## config.mk

```make
export PLATFORM = sky130hd
export DESIGN_NAME = lpf_framer
export DESIGN_NICKNAME = d
export VERILOG_FILES = /design/src/pkg/lpf_pkg.sv /design/src/rtl/lpf_framer.sv
export VERILOG_INCLUDE_DIRS = /design/src /design/src/pkg
export SDC_FILE = /design/constraint.sdc
export NUM_CORES = 1
export LEC_CHECK = 0
export ABC_CLOCK_PERIOD_IN_PS = 7400
export CAP_MARGIN = 20
export CELL_PAD_IN_SITES_DETAIL_PLACEMENT = 1
export CELL_PAD_IN_SITES_GLOBAL_PLACEMENT = 1
export CORE_ASPECT_RATIO = 1.25
export CORE_MARGIN = 2
export CORE_UTILIZATION = 55
export CTS_BUF_LIST = sky130_fd_sc_hd__clkbuf_8 sky130_fd_sc_hd__clkbuf_16
export DETAILED_ROUTE_END_ITERATION = 16
export DONT_BUFFER_PORTS = 1
export GPL_ROUTABILITY_DRIVEN = 0
export PLACE_DENSITY_LB_ADDON = 0.1
export SLEW_MARGIN = 10
export SYNTH_ARGS = -nofsm -noshare
export SYNTH_HDL_FRONTEND = slang
export SYNTH_HIERARCHICAL = 1
export SYNTH_SLANG_ARGS = --single-unit
```

## constraint.sdc

```tcl
create_clock -name ref_clk_i -period 7.4 [get_ports ref_clk_i]
set_input_delay 0.37 -clock ref_clk_i [delete_from_list [all_inputs] [get_ports ref_clk_i]]
set_output_delay 0.37 -clock ref_clk_i [all_outputs]
set_load 0.05 [all_outputs]
```

## src/pkg/lpf_cfg.svh

```systemverilog
// Constants for the land pre-pit block framer.
`ifndef LPF_CFG_SVH
`define LPF_CFG_SVH
`define LPF_SYNC_EVEN   3'h7
`define LPF_SYNC_ODD    3'h6
`define LPF_BIT_ONE     3'h5
`define LPF_BIT_ZERO    3'h4
`define LPF_LAST_SYM    4'hc
`define LPF_LAST_FRAME  4'hf
`define LPF_FIRST_FIFO  4'h3
`define LPF_FIRST_ADDR  24'hffcfff
`define LPF_FIFO_DEPTH  8
`define LPF_BYTE_W      8
`endif

```

## src/pkg/lpf_pkg.sv

```systemverilog
// Types shared by the land pre-pit block framer.
package lpf_pkg;
    typedef enum logic [1:0] {
        lpf_st_idle = 2'b01,
        lpf_st_run  = 2'b10
    } lpf_state_t;
    typedef logic [2:0] lpf_sym_t;
    typedef logic [3:0] lpf_nib_t;
endpackage : lpf_pkg

```

## src/rtl/lpf_framer.sv

```systemverilog
// Land pre-pit framer: byte FIFO and the symbol stream generator on the groove timebase.
`timescale 1ns/1ps
`include "lpf_cfg.svh"

// Small flip-flop FIFO that decouples the byte supplier from the fixed symbol timebase.
// Ready is registered so the filling side sees a clean level; the price is that a slot
// freed by a pop is offered one cycle later. Valid is registered as well, so the read
// side sees a byte only a cycle after it was written, never in the same cycle.
module lpf_fifo #(
    parameter int WIDTH = `LPF_BYTE_W,
    parameter int DEPTH = `LPF_FIFO_DEPTH
) (
    input  wire logic             ref_clk_i,
    input  wire logic             rstn_i,
    input  wire logic [WIDTH-1:0] in_data_i,
    input  wire logic             in_valid_i,
    output logic                  in_ready_o,
    output logic [WIDTH-1:0]      out_data_o,
    output logic                  out_valid_o,
    input  wire logic             out_ready_i
);
    localparam int AW = (DEPTH > 1) ? $clog2(DEPTH) : 1;
    localparam logic [AW:0] FULL_CNT = (AW + 1)'(DEPTH);
    localparam logic [AW-1:0] LAST_PTR = AW'(DEPTH - 1);

    logic [WIDTH-1:0] mem [DEPTH];
    logic [AW-1:0]    wr_ptr;
    logic [AW-1:0]    rd_ptr;
    logic [AW:0]      count;
    logic             ready;
    logic             valid;

    wire logic        push = in_valid_i && ready;
    wire logic        pop  = out_ready_i && valid;
    wire logic [AW:0] next_count = count + (AW + 1)'(push) - (AW + 1)'(pop);

    // Flag outputs come straight from their registers.
    assign in_ready_o  = ready;
    assign out_valid_o = valid;
    assign out_data_o  = mem[rd_ptr];

    // Storage is written only on an accepted push.
    always_ff @(posedge ref_clk_i) begin
        if (push) begin
            mem[wr_ptr] <= in_data_i;
        end
    end

    // Pointers wrap at DEPTH, so depths that are not a power of two work too.
    // The count is kept beside the pointers, which makes full and empty plain compares.
    always_ff @(posedge ref_clk_i or negedge rstn_i) begin
        if (!rstn_i) begin
            wr_ptr <= '0;
            rd_ptr <= '0;
            count  <= '0;
            ready  <= 1'b1;
            valid  <= 1'b0;
        end else begin
            if (push) begin
                wr_ptr <= (wr_ptr == LAST_PTR) ? '0 : wr_ptr + AW'(1);
            end
            if (pop) begin
                rd_ptr <= (rd_ptr == LAST_PTR) ? '0 : rd_ptr + AW'(1);
            end
            count <= next_count;
            ready <= (next_count != FULL_CNT);
            valid <= (next_count != '0);
        end
    end
endmodule : lpf_fifo

// Symbol stream generator; one symbol set leaves per pair of groove sync frames.
// The groove side supplies a single-cycle tick per sync frame; ticks alternate between
// the even and the odd half of each pair, the first tick after start being even.
// Part one address bytes come from an internal counter; the parity of part one and all
// part two bytes come from the FIFO in the order in which they are to be sent.
// The framer never stalls the timebase: a byte that is missing is sent as zero.
module lpf_framer #(
    parameter logic [23:0] FIRST_ADDR = `LPF_FIRST_ADDR,
    parameter int          FIFO_DEPTH = `LPF_FIFO_DEPTH
) (
    input  wire logic                     ref_clk_i,
    input  wire logic                     rstn_i,
    input  wire logic                     enable_i,
    input  wire logic                     sync_frame_i,
    input  wire logic                     neighbour_pit_i,
    input  wire logic                     addr_load_i,
    input  wire logic [23:0]              addr_i,
    input  wire logic [`LPF_BYTE_W-1:0]   data_i,
    input  wire logic                     data_valid_i,
    output logic                          data_ready_o,
    output lpf_pkg::lpf_sym_t             sym_o,
    output logic                          sym_valid_o,
    output logic                          slot_odd_o,
    output logic                          sector_start_o,
    output logic                          block_start_o,
    output lpf_pkg::lpf_nib_t             frame_addr_o,
    output logic [23:0]                   track_addr_o,
    output logic                          underrun_o,
    output logic                          busy_o
);
    import lpf_pkg::*;

    lpf_state_t             state;
    logic                   pair_ph;
    logic                   odd_pend;
    lpf_nib_t               sym_idx;
    lpf_nib_t               frame;
    logic [11:0]            shreg;
    logic [23:0]            addr;
    logic [`LPF_BYTE_W-1:0] fifo_data;
    logic                   fifo_valid;
    logic                   fifo_ready;

    // Byte source: part one address bytes come from the address counter, the rest from software.
    // Only frames 0 to 2 reach this decode; every later frame takes its byte from the FIFO.
    function automatic logic [7:0] addr_byte(input lpf_nib_t f, input logic [23:0] a);
        logic [7:0] b;
        b = 8'h00;
        unique case (f[1:0])
            2'b00:   b = a[23:16];
            2'b01:   b = a[15:8];
            default: b = a[7:0];
        endcase
        return b;
    endfunction : addr_byte

    // Byte queue between the supplier and the framer.
    lpf_fifo #(
        .WIDTH (`LPF_BYTE_W),
        .DEPTH (FIFO_DEPTH)
    ) u_fifo (
        .ref_clk_i   (ref_clk_i),
        .rstn_i      (rstn_i),
        .in_data_i   (data_i),
        .in_valid_i  (data_valid_i),
        .in_ready_o  (data_ready_o),
        .out_data_o  (fifo_data),
        .out_valid_o (fifo_valid),
        .out_ready_i (fifo_ready)
    );

    // Slot timing: the pair phase splits each two-frame interval into even and odd halves.
    // An even tick with a pit on the neighbouring land is not used; the set waits for the
    // odd tick of the same pair, so the rate of one set per pair is kept either way.
    wire logic running   = (state == lpf_st_run);
    wire logic even_tick = running && sync_frame_i && !pair_ph;
    wire logic odd_tick  = running && sync_frame_i && pair_ph;
    wire logic emit_even = even_tick && !neighbour_pit_i;
    wire logic emit_odd  = odd_tick && odd_pend;
    wire logic emit      = emit_even || emit_odd;

    // Sector position decode; set 0 is the sync code, sets 1 to 12 carry the frame bits.
    // The block ends with the last set of frame 15, which is also where the address steps.
    wire logic at_sync   = (sym_idx == 4'h0);
    wire logic last_sym  = (sym_idx == `LPF_LAST_SYM);
    wire logic last_frm  = (frame == `LPF_LAST_FRAME);
    wire logic end_block = emit && last_sym && last_frm;
    wire logic need_fifo = (frame >= `LPF_FIRST_FIFO);

    // A missing byte is sent as zero; the timebase cannot wait for software.
    // The FIFO is popped only at the sync set of a frame that needs it, so a byte that
    // arrives late waits for the next such frame and the byte order slips by one; the
    // underrun strobe tells the supplier that this has happened.
    wire logic       load     = emit && at_sync;
    wire logic       starve   = load && need_fifo && !fifo_valid;
    wire logic [7:0] cur_byte = need_fifo ? (fifo_valid ? fifo_data : 8'h00)
                                          : addr_byte(frame, addr);
    assign fifo_ready = load && need_fifo;

    // Symbol choice: sync code at slot zero, transformed bits afterwards.
    // The shifter holds the frame most significant bit first, so bit 11 is always next.
    wire lpf_sym_t sync_sym = emit_odd ? `LPF_SYNC_ODD : `LPF_SYNC_EVEN;
    wire lpf_sym_t data_sym = shreg[11] ? `LPF_BIT_ONE : `LPF_BIT_ZERO;
    wire lpf_sym_t next_sym = at_sync ? sync_sym : data_sym;

    // Control state; a running block always finishes before the framer stops.
    // Stopping mid-block would leave the reader with a part block that it cannot decode.
    always_ff @(posedge ref_clk_i or negedge rstn_i) begin
        if (!rstn_i) begin
            state <= lpf_st_idle;
        end else begin
            unique case (state)
                lpf_st_idle: begin
                    if (enable_i) begin
                        state <= lpf_st_run;
                    end
                end
                lpf_st_run: begin
                    if (end_block && !enable_i) begin
                        state <= lpf_st_idle;
                    end
                end
            endcase
        end
    end

    // Pair phase and the deferred odd slot.
    // Both are cleared while idle, so every start begins on an even half.
    always_ff @(posedge ref_clk_i or negedge rstn_i) begin
        if (!rstn_i) begin
            pair_ph  <= 1'b0;
            odd_pend <= 1'b0;
        end else if (!running) begin
            pair_ph  <= 1'b0;
            odd_pend <= 1'b0;
        end else if (sync_frame_i) begin
            pair_ph  <= !pair_ph;
            odd_pend <= even_tick && neighbour_pit_i;
        end
    end

    // Position counters: 13 sets per sector, 16 sectors per block, address order.
    // The frame counter wraps from 15 to 0, which opens the next block.
    always_ff @(posedge ref_clk_i or negedge rstn_i) begin
        if (!rstn_i) begin
            sym_idx <= 4'h0;
            frame   <= 4'h0;
        end else if (!running) begin
            sym_idx <= 4'h0;
            frame   <= 4'h0;
        end else if (emit) begin
            sym_idx <= last_sym ? 4'h0 : sym_idx + 4'h1;
            if (last_sym) begin
                frame <= frame + 4'h1;
            end
        end
    end

    // Frame shifter: relative address then byte, most significant bit first.
    // It loads on the sync set and shifts once per data set, after that set used bit 11.
    always_ff @(posedge ref_clk_i or negedge rstn_i) begin
        if (!rstn_i) begin
            shreg <= 12'h000;
        end else if (load) begin
            shreg <= {frame, cur_byte};
        end else if (emit) begin
            shreg <= {shreg[10:0], 1'b0};
        end
    end

    // Track address counts down once per finished block.
    // A load wins over the count, so a seek lands exactly on the loaded value.
    always_ff @(posedge ref_clk_i or negedge rstn_i) begin
        if (!rstn_i) begin
            addr <= FIRST_ADDR;
        end else if (addr_load_i) begin
            addr <= addr_i;
        end else if (end_block) begin
            addr <= addr - 24'h000001;
        end
    end

    // Output strobes; each but busy_o, which is a level, is a single-cycle pulse that marks a symbol, a sector, a block or an underrun.
    always_ff @(posedge ref_clk_i or negedge rstn_i) begin
        if (!rstn_i) begin
            sym_valid_o    <= 1'b0;
            sector_start_o <= 1'b0;
            block_start_o  <= 1'b0;
            underrun_o     <= 1'b0;
            busy_o         <= 1'b0;
        end else begin
            sym_valid_o    <= emit;
            sector_start_o <= load;
            block_start_o  <= load && (frame == 4'h0);
            underrun_o     <= starve;
            busy_o         <= running;
        end
    end

    // Held outputs change only with a new symbol, so a slow reader may sample them late.
    // Track address shows the value in use for that symbol, not the counter's next value.
    always_ff @(posedge ref_clk_i or negedge rstn_i) begin
        if (!rstn_i) begin
            sym_o        <= 3'h0;
            slot_odd_o   <= 1'b0;
            frame_addr_o <= 4'h0;
            track_addr_o <= FIRST_ADDR;
        end else if (emit) begin
            sym_o        <= next_sym;
            slot_odd_o   <= emit_odd;
            frame_addr_o <= frame;
            track_addr_o <= addr;
        end
    end
endmodule : lpf_framer

```

==> qor.yml <==
dr.pass1.iters: 4
grt_pass1_wl_mm: 29.8
core_um2: 13600
cp.arrival_ns: 4.66
grt_usage_pct: 27.0
antennaDiodeCount: 0
syn_nets: 699
synth_edf_count: 64
avgRoutedWirePerCell_um: 22.4
grt_remaining_overflow: 0
die_w_um: 109
grt_use_met3_pct: 5.87
cts_buffers: 17
ys_seq_elements: 161
finalHoldViolations: 0
yosysSeqAreaShare_pct: 58.0
root_buffer: "clkbuf_16"
worstSkewPairLatency_ns: 0.42
clock_skew_ns: 0.00857
synth_area_um2: 7590
rows: 48
final-setup-viol-count: 0
slew_violations: 0
cp_cell_sequence: "nor2_1 -> o21ai_4 -> buf_4 -> inv_2 -> nand2_1 -> nor2_1 -> nand2_1 -> inv_1 -> ha_1 -> inv_1 -> ha_1 -> inv_1 -> fa_1 -> inv_1 -> nor3_1 -> a21bo_2"
yosys_most_used_dff: "edfxtp_1"
netlist_instances: 645
ios: 77
drive_gt1_share_pct: 18.8
via_per_inst: 6.26
hpwl_mm: 12.4
remaining_drc_errors: 0
dieArea_um2: 14800
critPathSlowestCell: "inv_2"
wl_mm: 18.5
fin_util_pct: 61.1
max_stage_delay_ns: 0.63
synth_top_area_share_pct: 25.3
place_area_um2: 7680
final_cell_mix: "110 x nand2_1, 64 x edfxtp_1, 51 x dfrtp_1"
irDropWorstVdd_mv: 0.230
status: "finished clean"
synthDistinctLibCells: 67
syn2layout_area_growth_pct: 9.74
max_cap_violations: 0
clock-sinks: 161
required_ns: 7.71
num_vias: 5167
grtUsageMet1_pct: 31.4
min_from: "data_i[2]"
clk_pin_slew_ns: 0.06
grt-busiest-layer: "met2"
power.density_nw_per_um2: 373
start_kind: "flip-flop"
cts_buffer_depth: 2
crit_start: "pair_ph"
async_flop_share_pct: 60.2
synth_top_cell_by_area: "edfxtp_1"
period_share_pct: 58.7
hold_class: "in -> reg"
max-slew-margin-rel_pct: 33.4
nets: 691
htree_levels: 4
drtIter0Drc: 328
rr_startpoint: "pair_ph"
fp.dieH_um: 135
p_leak_nw: 3.16
setup-tns-final_ns: 0
path_class: "reg -> reg"
cp-end-kind: "flip-flop"
layout_commonest_cell: "nand2_1"
post-route-min-period_ns: 4.34
max_clock_freq_ghz: 0.230
place_ws_ns: 3.11
crit_path_frequent_cell: "inv_1"
cts_resized: 0
start_util_pct: 55.7
postSynthAreaPerCell_um2: 11.8
grt_pass1_vias: 5555
yosysWarnings: 6
antenna_found_initial: 0
max_slew.worst_pin.slew_ns: 0.999
synth.area.top_cells: "edfxtp_1 25%, dfrtp_1 17%, dfstp_2 16%"
worstPathMaxFanout: 57
drt.antenna.violating_nets: 0
final_area_um2: 8330
fillCellCount: 1349
grt_max_degree: 98
layout_setup_ws_ns: 3.06
port_buffers: 0
gr-usage-met2_pct: 48.6
cts_tree: "yes"
rsz0062_at_grt: "no"
-- report_power, final --
group | internal (mW) | switching [mW]
sequential | 1.20 | 0.455
combinational | 0.256 | 0.338
clock | 0.493 | 0.364
-- area by class of cell --
type	count	area, um2	share of cell area, %
Sequential cell	161	4410	52.9
Multi-Input combinational cell	422	2910	34.9
Clock buffer	17	425	5.10
Tap cell	175	219	2.63
Timing Repair Buffer	13	145	1.74
Clock inverter	15	143	1.71
Inverter	22	82.6	0.991
-- cell families after synthesis --
family | synth area share (%)
AND/OR/NAND/NOR | 16.4
flip-flops | 58.0
AO/OA/AOI/OAI | 10.9
buffers and inverters | 3.77
multiplexers | 7.73
adder cells (fa/ha/maj) | 2.57
XOR/XNOR | 0.577
-- stage by stage --
step	hold slack, ns	instances	power [mW]
6_report	0.0398	825	3.11
5_1_grt	0.0152	825	3.27
4_1_cts	0.0220	824	3.13
3_5_place_dp	0.0783	788	2.24
3_3_place_gp	0.0791	788	2.18
2_1_floorplan	0.0744	645	2.07
-- worst paths after layout --
check                           cells after the start                 end  slack, ns
min in group asynchronous                           2    track_addr_o[13]       0.58
worst min register to register                      2    track_addr_o[23]       0.50
worst max register to register                     16  u_fifo/out_valid_o       3.06
max in group asynchronous                           2            state[0]       6.44
worst min-delay path                                0    u_fifo/mem[7][2]       0.04
worst max-delay path                               16  u_fifo/out_valid_o       3.06
-- flip-flops by register name (all words and copies together) (netlist names) --
| name | flops |
|---|---|
| u_fifo/in_ready_o | 1 |
| addr | 24 |
| u_fifo/mem | 64 |
| sector_start_o | 1 |
| odd_pend | 1 |
| u_fifo/rd_ptr | 3 |
| u_fifo/out_valid_o | 1 |
| track_addr_o | 24 |
| underrun_o | 1 |
| block_start_o | 1 |
| sym_valid_o | 1 |
| sym_o | 3 |
| frame | 4 |
| pair_ph | 1 |
| shreg | 12 |
| state | 2 |
| busy_o | 1 |
| sym_idx | 4 |
| slot_odd_o | 1 |
| u_fifo/count | 4 |
| frame_addr_o | 4 |
| u_fifo/wr_ptr | 3 |
-- synth_stat cells (5+ instances only) --
master and n:
and2_1 5, a311oi_1 9, nor2_1 39, nand3b_1 5, ha_1 14, or3b_2 6
o21ai_0 19, nor4_1 6, o31ai_1 14, nand2_1 110, mux2_4 8, edfxtp_1 64
a31oi_1 19, mux4_2 8, nand2b_1 6, o21ai_1 16, a21oi_1 13, clkbuf_1 24
a22oi_1 10, nand3_1 14, or4_1 14, or3_1 5, nor3_1 12, dfstp_2 46
dfrtp_1 51, inv_1 20, mux4_1 8, mux2_2 5, nand4_1 8, buf_2 9
xnor2_1 5
-- timing repair --
item                                   4_1_cts  5_1_grt
setup buffers                                0        0
hold buffers                                 4        0
endpoints found under the hold margin       99        0
-- critical path: cells and delay by family (launching register included) --
family / cells / cell delay, ns
buf+inv: 6 / 1.26
simple gates: 5 / 1.25
fa+ha+maj: 3 / 0.91
flops: 1 / 0.47
compound gates: 2 / 0.32
-- routing by layer --
layer	share of wire, %	up-vias
met5	0	-
met4	1.9	0
met3	3.3	27
met2	56	115
met1	39	2654
li1	-	2371
No activity file was read; power rests on OpenSTA's default activity.
